<file path="src/verilog/rsal_defs.vh">
// Constants for the rotate/subtract/swap/sleep execution datapath
`ifndef RSAL_DEFS_VH
`define RSAL_DEFS_VH

// ----------------------------------------------------------------
// Operation codes on op_code
// ----------------------------------------------------------------
`define RSAL_OP_NONE      3'h0
`define RSAL_OP_ROT_RC    3'h1
`define RSAL_OP_LIT_SUB   3'h2
`define RSAL_OP_FILE_SUB  3'h3
`define RSAL_OP_FILE_SUBB 3'h4
`define RSAL_OP_NIB_EXCH  3'h5
`define RSAL_OP_SLEEP     3'h6

// ----------------------------------------------------------------
// Destination select
// ----------------------------------------------------------------
`define RSAL_DEST_ACC     1'b0
`define RSAL_DEST_FILE    1'b1

// ----------------------------------------------------------------
// APB register byte offsets
// ----------------------------------------------------------------
`define RSAL_ACC_OFS      12'h000
`define RSAL_STATUS_OFS   12'h004
`define RSAL_WDCTRL_OFS   12'h008
`define RSAL_WDCOUNT_OFS  12'h00c
`define RSAL_FILE_BASE    3'h1

// ----------------------------------------------------------------
// Status field positions and reset values
// ----------------------------------------------------------------
`define RSAL_ST_C         0
`define RSAL_ST_HC        1
`define RSAL_ST_Z         2
`define RSAL_ST_PWRDN     3
`define RSAL_ST_EXPIRY    4
`define RSAL_ACC_RST      8'h00
`define RSAL_PWRDN_RST    1'b1
`define RSAL_EXPIRY_RST   1'b1
`define RSAL_WDOG_RST     8'h00
`define RSAL_PRE_RST      8'h00

// ----------------------------------------------------------------
// Watchdog terminal count for prescaler and counter
// ----------------------------------------------------------------
`define RSAL_WDOG_TERM    8'hff

`endif

</file>
<file path="src/verilog/rsal_core.v">
// Execution datapath: rotate, subtracts, nibble exchange, sleep, APB access
//
// The APB slave port and the placing of the registers are this design's own decisions.
`timescale 1ns/1ps
`include "rsal_defs.vh"
module rsal_core (
  // Clock and reset
  input  wire        pclk,
  input  wire        presetn,
  // APB slave
  input  wire        psel,
  input  wire        penable,
  input  wire        pwrite,
  input  wire [11:0] paddr,
  input  wire [31:0] pwdata,
  output reg  [31:0] prdata,
  output reg         pready,
  output reg         pslverr,
  // Decoder command
  input  wire        op_valid,
  input  wire [2:0]  op_code,
  input  wire        op_dest,
  input  wire [6:0]  op_file_addr,
  input  wire [7:0]  op_literal,
  // Completion
  output reg         op_done,
  output reg  [7:0]  op_result
);

  localparam AP_IDLE = 2'h0;
  localparam AP_WAIT = 2'h1;
  localparam AP_DONE = 2'h2;

  reg  [7:0] acc_reg;
  reg        c_reg;
  reg        hc_reg;
  reg        z_reg;
  reg        pwrdn_reg;
  reg        expiry_reg;
  reg        wdog_en_reg;
  reg  [7:0] wdog_cnt_reg;
  reg  [7:0] wdog_pre_reg;
  reg        s2_reg;
  reg  [2:0] s2_op_reg;
  reg        s2_dest_reg;
  reg  [6:0] s2_addr_reg;
  reg  [7:0] s2_lit_reg;
  reg        fwd_reg;
  reg  [7:0] fwd_data_reg;
  reg  [1:0] ap_state_reg;
  reg  [1:0] ap_state_next;

  wire [7:0] mem_rdata;
  wire       mem_we;
  wire [6:0] mem_waddr;
  wire [7:0] mem_wdata;
  wire [6:0] mem_raddr;

  // ----------------------------------------------------------------
  // Stage two arithmetic
  // ----------------------------------------------------------------
  wire [7:0] file_val = fwd_reg ? fwd_data_reg : mem_rdata;
  wire       is_lit   = (s2_op_reg == `RSAL_OP_LIT_SUB);
  wire       is_subb  = (s2_op_reg == `RSAL_OP_FILE_SUBB);
  wire       is_sub   = is_lit | is_subb | (s2_op_reg == `RSAL_OP_FILE_SUB);
  wire       is_sleep = (s2_op_reg == `RSAL_OP_SLEEP);
  wire       is_fileop = (s2_op_reg == `RSAL_OP_ROT_RC) | (s2_op_reg == `RSAL_OP_FILE_SUB) |
                         is_subb | (s2_op_reg == `RSAL_OP_NIB_EXCH);
  wire [7:0] minuend  = is_lit ? s2_lit_reg : file_val;
  wire       sub_cin  = is_subb ? c_reg : 1'b1;
  // Two's complement subtract: a + ~w + cin, carry out is the no-borrow flag
  wire [8:0] diff9    = {1'b0, minuend} + {1'b0, ~acc_reg} + {8'h00, sub_cin};
  wire [4:0] nib5     = {1'b0, minuend[3:0]} + {1'b0, ~acc_reg[3:0]} + {4'h0, sub_cin};

  reg  [7:0] result;
  always @* begin
    case (s2_op_reg)
      `RSAL_OP_ROT_RC:   result = {c_reg, file_val[7:1]};
      `RSAL_OP_NIB_EXCH: result = {file_val[3:0], file_val[7:4]};
      `RSAL_OP_LIT_SUB,
      `RSAL_OP_FILE_SUB,
      `RSAL_OP_FILE_SUBB: result = diff9[7:0];
      default:           result = 8'h00;
    endcase
  end

  wire s2_file_wr = s2_reg & is_fileop & (s2_dest_reg == `RSAL_DEST_FILE);
  wire s2_acc_wr  = s2_reg & (is_lit | (is_fileop & (s2_dest_reg == `RSAL_DEST_ACC)));

  // ----------------------------------------------------------------
  // APB decode
  // ----------------------------------------------------------------
  wire       ap_req   = psel & penable;
  wire       ap_win   = (paddr[11:9] == `RSAL_FILE_BASE);
  wire       ap_hit   = ap_win | (paddr == `RSAL_ACC_OFS) | (paddr == `RSAL_STATUS_OFS) |
                        (paddr == `RSAL_WDCTRL_OFS) | (paddr == `RSAL_WDCOUNT_OFS);
  wire       ap_free  = ~op_valid & ~s2_reg;
  wire       ap_wr    = (ap_state_reg == AP_DONE) & ap_req & pwrite;
  wire       wr_acc   = ap_wr & (paddr == `RSAL_ACC_OFS);
  wire       wr_stat  = ap_wr & (paddr == `RSAL_STATUS_OFS);
  wire       wr_ctrl  = ap_wr & (paddr == `RSAL_WDCTRL_OFS);
  wire       wr_mem   = ap_wr & ap_win;

  always @* begin
    ap_state_next = ap_state_reg;
    case (ap_state_reg)
      AP_IDLE: begin
        if (ap_req & ap_free) begin
          ap_state_next = (ap_win & ~pwrite) ? AP_WAIT : AP_DONE;
        end
      end
      AP_WAIT: ap_state_next = AP_DONE;
      AP_DONE: ap_state_next = AP_IDLE;
      default: ap_state_next = AP_IDLE;
    endcase
  end

  reg [31:0] reg_rdata;
  always @* begin
    case (paddr)
      `RSAL_ACC_OFS:     reg_rdata = {24'h000000, acc_reg};
      `RSAL_STATUS_OFS:  reg_rdata = {27'h0000000, expiry_reg, pwrdn_reg, z_reg, hc_reg, c_reg};
      `RSAL_WDCTRL_OFS:  reg_rdata = {31'h00000000, wdog_en_reg};
      `RSAL_WDCOUNT_OFS: reg_rdata = {16'h0000, wdog_pre_reg, wdog_cnt_reg};
      default:           reg_rdata = 32'h00000000;
    endcase
  end

  always @(posedge pclk or negedge presetn) begin
    if (!presetn) begin
      ap_state_reg <= AP_IDLE;
      pready       <= 1'b0;
      pslverr      <= 1'b0;
      prdata       <= 32'h00000000;
    end else begin
      ap_state_reg <= ap_state_next;
      pready       <= (ap_state_next == AP_DONE);
      if (ap_state_next == AP_DONE) begin
        pslverr <= ~ap_hit;
        if (pwrite | ~ap_hit) begin
          prdata <= 32'h00000000;
        end else if (ap_win) begin
          prdata <= {24'h000000, mem_rdata};
        end else begin
          prdata <= reg_rdata;
        end
      end else begin
        pslverr <= 1'b0;
      end
    end
  end

  // ----------------------------------------------------------------
  // File memory and write-read forwarding
  // ----------------------------------------------------------------
  assign mem_we    = s2_file_wr | wr_mem;
  assign mem_waddr = s2_file_wr ? s2_addr_reg : paddr[8:2];
  assign mem_wdata = s2_file_wr ? result : pwdata[7:0];
  assign mem_raddr = op_valid ? op_file_addr : paddr[8:2];

  rsal_file_mem u_mem (
    .pclk    (pclk),
    .wr_en   (mem_we),
    .wr_addr (mem_waddr),
    .wr_data (mem_wdata),
    .rd_addr (mem_raddr),
    .rd_data (mem_rdata)
  );

  // ----------------------------------------------------------------
  // Pipeline stage and completion
  // ----------------------------------------------------------------
  always @(posedge pclk or negedge presetn) begin
    if (!presetn) begin
      s2_reg       <= 1'b0;
      s2_op_reg    <= `RSAL_OP_NONE;
      s2_dest_reg  <= `RSAL_DEST_FILE;
      s2_addr_reg  <= 7'h00;
      s2_lit_reg   <= 8'h00;
      fwd_reg      <= 1'b0;
      fwd_data_reg <= 8'h00;
      op_done      <= 1'b0;
      op_result    <= 8'h00;
    end else begin
      s2_reg       <= op_valid & (op_code != `RSAL_OP_NONE);
      s2_op_reg    <= op_valid ? op_code : `RSAL_OP_NONE;
      s2_dest_reg  <= op_dest;
      s2_addr_reg  <= op_file_addr;
      s2_lit_reg   <= op_literal;
      fwd_reg      <= mem_we & (mem_waddr == mem_raddr);
      fwd_data_reg <= mem_wdata;
      op_done      <= s2_reg;
      if (s2_reg & ~is_sleep) begin
        op_result <= result;
      end
    end
  end

  // ----------------------------------------------------------------
  // Accumulator and status flags
  // ----------------------------------------------------------------
  always @(posedge pclk or negedge presetn) begin
    if (!presetn) begin
      acc_reg <= `RSAL_ACC_RST;
      c_reg   <= 1'b0;
      hc_reg  <= 1'b0;
      z_reg   <= 1'b0;
    end else begin
      if (s2_acc_wr) begin
        acc_reg <= result;
      end else if (wr_acc) begin
        acc_reg <= pwdata[7:0];
      end
      if (s2_reg & is_sub) begin
        c_reg  <= diff9[8];
        hc_reg <= nib5[4];
        z_reg  <= (diff9[7:0] == 8'h00);
      end else if (s2_reg & (s2_op_reg == `RSAL_OP_ROT_RC)) begin
        c_reg  <= file_val[0];
      end else if (wr_stat) begin
        c_reg  <= pwdata[`RSAL_ST_C];
        hc_reg <= pwdata[`RSAL_ST_HC];
        z_reg  <= pwdata[`RSAL_ST_Z];
      end
    end
  end

  // ----------------------------------------------------------------
  // Watchdog counter, prescaler and power flags
  // ----------------------------------------------------------------
  wire wdog_tick   = wdog_en_reg & (wdog_pre_reg == `RSAL_WDOG_TERM);
  wire wdog_expire = wdog_tick & (wdog_cnt_reg == `RSAL_WDOG_TERM);

  always @(posedge pclk or negedge presetn) begin
    if (!presetn) begin
      wdog_en_reg  <= 1'b0;
      wdog_cnt_reg <= `RSAL_WDOG_RST;
      wdog_pre_reg <= `RSAL_PRE_RST;
      pwrdn_reg    <= `RSAL_PWRDN_RST;
      expiry_reg   <= `RSAL_EXPIRY_RST;
    end else begin
      if (wr_ctrl) begin
        wdog_en_reg <= pwdata[0];
      end
      if (s2_reg & is_sleep) begin
        wdog_cnt_reg <= 8'h00;
        wdog_pre_reg <= 8'h00;
        pwrdn_reg    <= 1'b0;
        expiry_reg   <= 1'b1;
      end else begin
        if (wdog_en_reg) begin
          wdog_pre_reg <= wdog_pre_reg + 8'h01;
        end
        if (wdog_tick) begin
          wdog_cnt_reg <= wdog_cnt_reg + 8'h01;
        end
        // Time-out beats a software write in the same cycle
        if (wdog_expire) begin
          expiry_reg <= 1'b0;
        end else if (wr_stat) begin
          expiry_reg <= pwdata[`RSAL_ST_EXPIRY];
        end
        if (wr_stat) begin
          pwrdn_reg <= pwdata[`RSAL_ST_PWRDN];
        end
      end
    end
  end

endmodule

</file>
<file path="src/verilog/rsal_file_mem.v">
// File register memory, 128 x 8, one write port, registered read port
`timescale 1ns/1ps
module rsal_file_mem (
  // Clock
  input  wire       pclk,
  // Write port
  input  wire       wr_en,
  input  wire [6:0] wr_addr,
  input  wire [7:0] wr_data,
  // Read port
  input  wire [6:0] rd_addr,
  output reg  [7:0] rd_data
);

  reg [7:0] mem_reg [0:127];

  always @(posedge pclk) begin
    if (wr_en) begin
      mem_reg[wr_addr] <= wr_data;
    end
    rd_data <= mem_reg[rd_addr];
  end

endmodule

</file>
<file path="config.mk">
export PLATFORM = sky130hd
export DESIGN_NAME = rsal_core
export DESIGN_NICKNAME = d
export VERILOG_FILES = /design/src/verilog/rsal_core.v /design/src/verilog/rsal_file_mem.v
export VERILOG_INCLUDE_DIRS = /design/src /design/src/verilog
export SDC_FILE = /design/constraint.sdc
export NUM_CORES = 2
export LEC_CHECK = 0
export ABC_AREA = 1
export BUFFER_PORTS_ARGS = -buffer_cell sky130_fd_sc_hd__buf_2
export CELL_PAD_IN_SITES_DETAIL_PLACEMENT = 1
export CELL_PAD_IN_SITES_GLOBAL_PLACEMENT = 1
export CORE_MARGIN = 2
export CORE_UTILIZATION = 35
export CTS_CLUSTER_DIAMETER = 60
export DETAILED_ROUTE_END_ITERATION = 8
export MAX_ROUTING_LAYER = met4
export PLACE_DENSITY = 0.57
export SLEW_MARGIN = 5
export SYNTH_ARGS = -nofsm -noshare
export SYNTH_HDL_FRONTEND = slang
export SYNTH_SLANG_ARGS = --single-unit
</file>
<file path="constraint.sdc">
create_clock -name pclk -period 8.8 [get_ports pclk]
set_input_delay 0.44 -clock pclk [delete_from_list [all_inputs] [get_ports pclk]]
set_output_delay 0.44 -clock pclk [all_outputs]
set_load 0.03 [all_outputs]
</file>
**Yosys cells after proc, flatten, opt, wreduce, memory -nomap -nowiden**

Memory sizes are Yosys's and may differ from the RTL's. A register that Yosys moved wholly into a read port is not among the register bits.
Index checks and enable logic that the tools add are counted.

- Bits in registers: 104
- RAM bits: 1024
- Output and inout bits: 43
- Word-level logic and storage cells: 138
- Memories: 1

- $add $sub $neg: 6
- Equality and inequality tests: 17
- Muxes and demuxes: 37
- Bitwise operators: 42
- Reductions and logical operators: 13

Memories:

| name | depth | bits a word | rd ports | clocked after memory_dff | wr ports | RTL line | text |
|---|---|---|---|---|---|---|---|
| u_mem.mem_reg | 128 | 8 | 1 | 1 | 1 | rsal_file_mem.v:15 | `reg [7:0] mem_reg [0:127];` |

Operators by type and width:

| kind | count |
|---|---|
| 2-to-1 mux 8 bit | 9 |
| 2-to-1 mux 32 bit | 2 |
| case mux 16 bit (4 select lines) | 1 |
| equality test 12 x 4 -> 1 bit (second input constant) | 2 |
| case mux 8 bit (3 select lines) | 1 |
| bitwise AND 1 bit | 22 |
| 2-to-1 mux 1 bit | 18 |
| adder 8 x 1 -> 8 bit (second input constant) | 2 |
| equality test 8 bit (second input constant) | 2 |
| 2-to-1 mux 7 bit | 2 |
| equality test 12 x 3 -> 1 bit (second input constant) | 1 |
| zero test 12 bit | 1 |
| bitwise OR 1 bit | 12 |
| nonzero test 2 bit | 5 |
| adder 8 x 8 -> 9 bit | 1 |
| adder 9 x 1 -> 9 bit | 1 |
| equality test 3 bit (second input constant) | 3 |
| nonzero test 3 bit | 3 |
| zero test 8 bit | 1 |
| NOT 8 bit | 1 |
| equality test 7 bit | 1 |
| equality test 3 x 1 -> 1 bit (second input constant) | 2 |
| equality test 3 x 2 -> 1 bit (second input constant) | 2 |
| NOT 1 bit | 6 |
| 12 further kinds | 14 |

**Longest topological paths before layout**

- Depth after elaboration: 9
- Depth in mapped cells: 18
- Mapped depth without buffers: 17

**Cells and area by module**

From an unflattened synthesis, not the netlist that was laid out.

- Cells, all modules: 4281
- Area total of the unflattened synthesis: 47285.4 µm²

Modules (own cells, without submodules):

| module | instances | cells an instance | area each (µm²) | sequential area each (µm²) |
|---|---|---|---|---|
| rsal_file_mem | 1 | 3575 | 42104.1 | 30909.6 |
| rsal_core | 1 | 706 | 5181.2 | 2205.9 |

**Worst setup path after synthesis**

OpenSTA, ideal clock, no wires.

- Path type: register to register
- Start: reg s2_op_reg[2]
- End: mem u_mem.mem_reg[0][2], data pin
- Library setup time: 1206 ps
- Arrival: 6018 ps
- Required time: 7594 ps
- Slack: 1576 ps
- Stages on the path, launching flop included: 7
- Period minus slack after synthesis: 7224 ps
- Cell sequence: dfrtp_1 nor2_2 nor2_4 nand3_4 inv_2 clkbuf_1 o21ai_0

- Word-level cells in the longest chain between the ends: 7
- Elaborated cells on any way between the ends: 17
- Classes of those cells: add/sub (2); eq/ne (5); mux (4); bitwise (5); reduce/logical (1)

Ends and longest elaborated chain:

| what | RTL line | text |
|---|---|---|
| from (decl) | rsal_core.v:44 | `reg [2:0] s2_op_reg;` |
| from (signal assigned) | rsal_core.v:176 | `` s2_op_reg <= `RSAL_OP_NONE; `` |
| from (signal assigned) | rsal_core.v:186 | `` s2_op_reg <= op_valid ? op_code : `RSAL_OP_NONE; `` |
| parallel branches: the longest is 6 deep, another holds adder 8 x 8 -> 9 bit | - |  |
| 2-to-1 mux 8 bit (*) | rsal_core.v:158 | `assign mem_wdata = s2_file_wr ? result : pwdata[7:0];` |
| named net mem_wdata[2] | rsal_core.v:56 | `wire [7:0] mem_wdata;` |
| to (decl) | rsal_file_mem.v:15 |  |

Mark *: on every way through the listed nets, which the timed path passes.

**Worst setup path in the final report**

- Start: reg s2_op_reg[2]
- End: mem u_mem.mem_reg[14][6], data pin

The elaborated chain is that of the path after synthesis.

==> run summary <==
status = complete, no violations
Core Util, Final = 0.3976
crit path DAT = 5.61 ns
Tightest Pin Transition = 1.136 ns
sw frac = 0.2583
most frequent cell after synthesis = nand2_1
Lkg Pwr = 23.78 nW
max reg flops = 1024
sequential share of power = 0.470
Slew HR = 0.2427
largest net degree at the start of global routing = 161
peak supply drop = 0.0001974 V
busiest grt layer = met2
Mapped Area = 50480 sq um
share of post-route cells with drive strength above 1 = 0.06768
via count = 35030
fin crit share = 0.5868
later-pin clock latency in the skew report = 0.76 ns
vias in the first global route = 35690
row count = 139
Hold Crit Class = in -> reg
Port-buffer cells = 71
Chip Width = 383.8 um
H-Tree Level Count = 4
flops & latches, synth = 1120
Vias/cell = 4.929
number of CTS-inserted buffers = 134
skew final = 0.02381 ns
Cell variety after synth = 46
drt first pass iters = 7
fillers = 15930
met1 usage = 0.2888
crit path max fanout = 56
placed cell area = 52570 sq um
Pwr per Cell Area = 223.7 nW/um^2
max cap viols = 0
Async SR Flop Fraction = 0.07857
crit path time final = 5.164 ns
die area = 147300 sq um
GR Util met3 = 0.02767
Worst Path Required = 9.25 ns
# clock sinks = 1120
pre-CTS WS = 3.591 ns
Setup crit start kind = flip-flop
Comb power frac = 0.113
Initial Utilization = 0.3523
worst setup margin = 3.636 ns
first-pass GRT wire length = 231.2 mm
Seq/Total Area, Yosys = 0.6560
residual DRC count = 0
postcts setup bufs = 0
prevailing post-synth register cell = edfxtp_1
initial drt markers = 2295
fin area = 56980 sq um
Crit. End Element = flip-flop
WL final = 154.2 mm
switching power total = 3.293 mW
CTS tree = done
die height = 383.8 um
maximum clock path buffer count = 3
Pint = 9.455 mW
final hold vios = 0
Ports = 112
list of most frequent post-synthesis cells = 1179 x nand2_1, 1064 x nand3_1, 1024 x edfxtp_1
total negative slack = 0 ns
Clock transition at path regs = 0.06 ns
HPWL Detailed = 90.20 mm
gr ovfl total = 0
RSZ-0062 raised after global routing = false
All-Layer GR Usage = 0.2164
Finished Layout Cells = 7108
Routed Antenna Nets = 0
Area contributors post-synth = edfxtp_1 61%, nand3_1 11%, nand2_1 8.8%
initial antenna violation count = 5
Post-Syn Instances = 5073
FMAX = 193.6 MHz
clock share of power = 0.417
placed cells = 6847
fin nets = 5186
Crit Path Class = reg -> reg
post-cts hold buffer count = 26
core box area = 143300 sq um
area leader, netlist = edfxtp_1
Ys Warns = 0
Min Hold Slack = 0.05820 ns
cts repair resizes = 0
Post-synth EDFFs = 1024
CTS root buffer = clkbuf_16
WL per Instance = 21.69 um
PnR Total Power = 12.75 mW
# setup viols final = 0
fin. max-slew vios = 0
GR Util met2 = 0.3464
area grow syn2layout = 12.87%
mean post-synth cell area = 9.952 sq um
gpl congestion = 0.8419
post-synth top area share = 0.6091
[placed cells by master (no fill, tap or decap), types with 9 or more instances in the layout]
cell,count
nand2_1,1173
nand3_1,1064
edfxtp_1,1024
inv_1,1005
nor2_1,162
clkbuf_16,141
dfrtp_1,85
buf_2,70
nand3b_1,65
buf_4,45
o21ai_0,41
nor3_1,31
clkinv_1,31
clkbuf_1,29
dlygate4sd3_1,26
a21oi_1,20
clkinv_2,17
conb_1,16
o21ai_4,10
ha_1,9
[cell type report]
class                   count  area [sq um]  area share
repair buffers            148          1089     0.01910
multi-input cells        2687         12430      0.2181
clock inverters            59         481.7    0.008454
clock buffers             172          3665     0.06431
inverters                1015          3812     0.06691
diodes                      4         10.01   0.0001757
flip-flops and latches   1120         33120      0.5812
well taps                1903          2381     0.04179
[worst max-delay path, cell delays in order, from the launching register on]
cell     delay (ns)
dfrtp_1        0.42
nor2_2         0.19
nand2_1        0.20
inv_1          0.29
o21ai_0        0.20
fa_1           0.44
fa_1           0.45
nand3_1        0.09
nand2_1        0.12
inv_1          0.08
nor2_1         0.05
nor2_1         0.11
xnor2_1        0.15
nand2_1        0.12
nand2_1        0.14
nand2_1        0.10
o21ai_4        0.37
buf_4          0.56
buf_4          0.66
[power groups by stage]
stage          Sequential [mW]  Clock [mW]  Combinational, mW
5_1_grt                   5.99        5.63               1.58
4_1_cts                   5.99        5.44               1.46
6_report                  5.99        5.32               1.44
3_3_place_gp              6.10           0               1.43
3_5_place_dp              6.10           0               1.45
2_1_floorplan             6.17           0              0.831
[cell families (layout without fill, tap and decap cells)]
family,after synthesis,count (layout),synth area share
other cells,1,20,0.00007428
fa+ha+maj,11,11,0.003024
xor+xnor,11,11,0.001908
simple gates,2529,2529,0.2220
mux,2,2,0.0004461
compound gates,118,118,0.01418
buf+inv,1281,1394,0.1025
flops,1120,1120,0.6560
[routing by layer]
layer | up-vias | wire [um] | share of wire
li1 | 16550 | - | -
met1 | 17620 | 69990 | 0.45
met2 | 679 | 73950 | 0.48
met3 | 192 | 6544 | 0.042
met4 | 0 | 3673 | 0.024
met5 | - | 0 | 0
[final timing paths]
path	cells past startpoint	startpoint	slack [ns]	end
min in group asynchronous	2	presetn	0.12	op_result[2]
worst max-delay path	18	s2_op_reg[2]	3.64	u_mem.mem_reg[14][6]
max in group asynchronous	3	presetn	7.51	s2_addr_reg[2]
worst min-delay path	5	penable	0.06	ap_state_reg[0]
worst max register to register	18	s2_op_reg[2]	3.64	u_mem.mem_reg[14][6]
worst min register to register	0	s2_reg	0.47	op_done
Note: power is estimated with default switching activity, not from simulation.
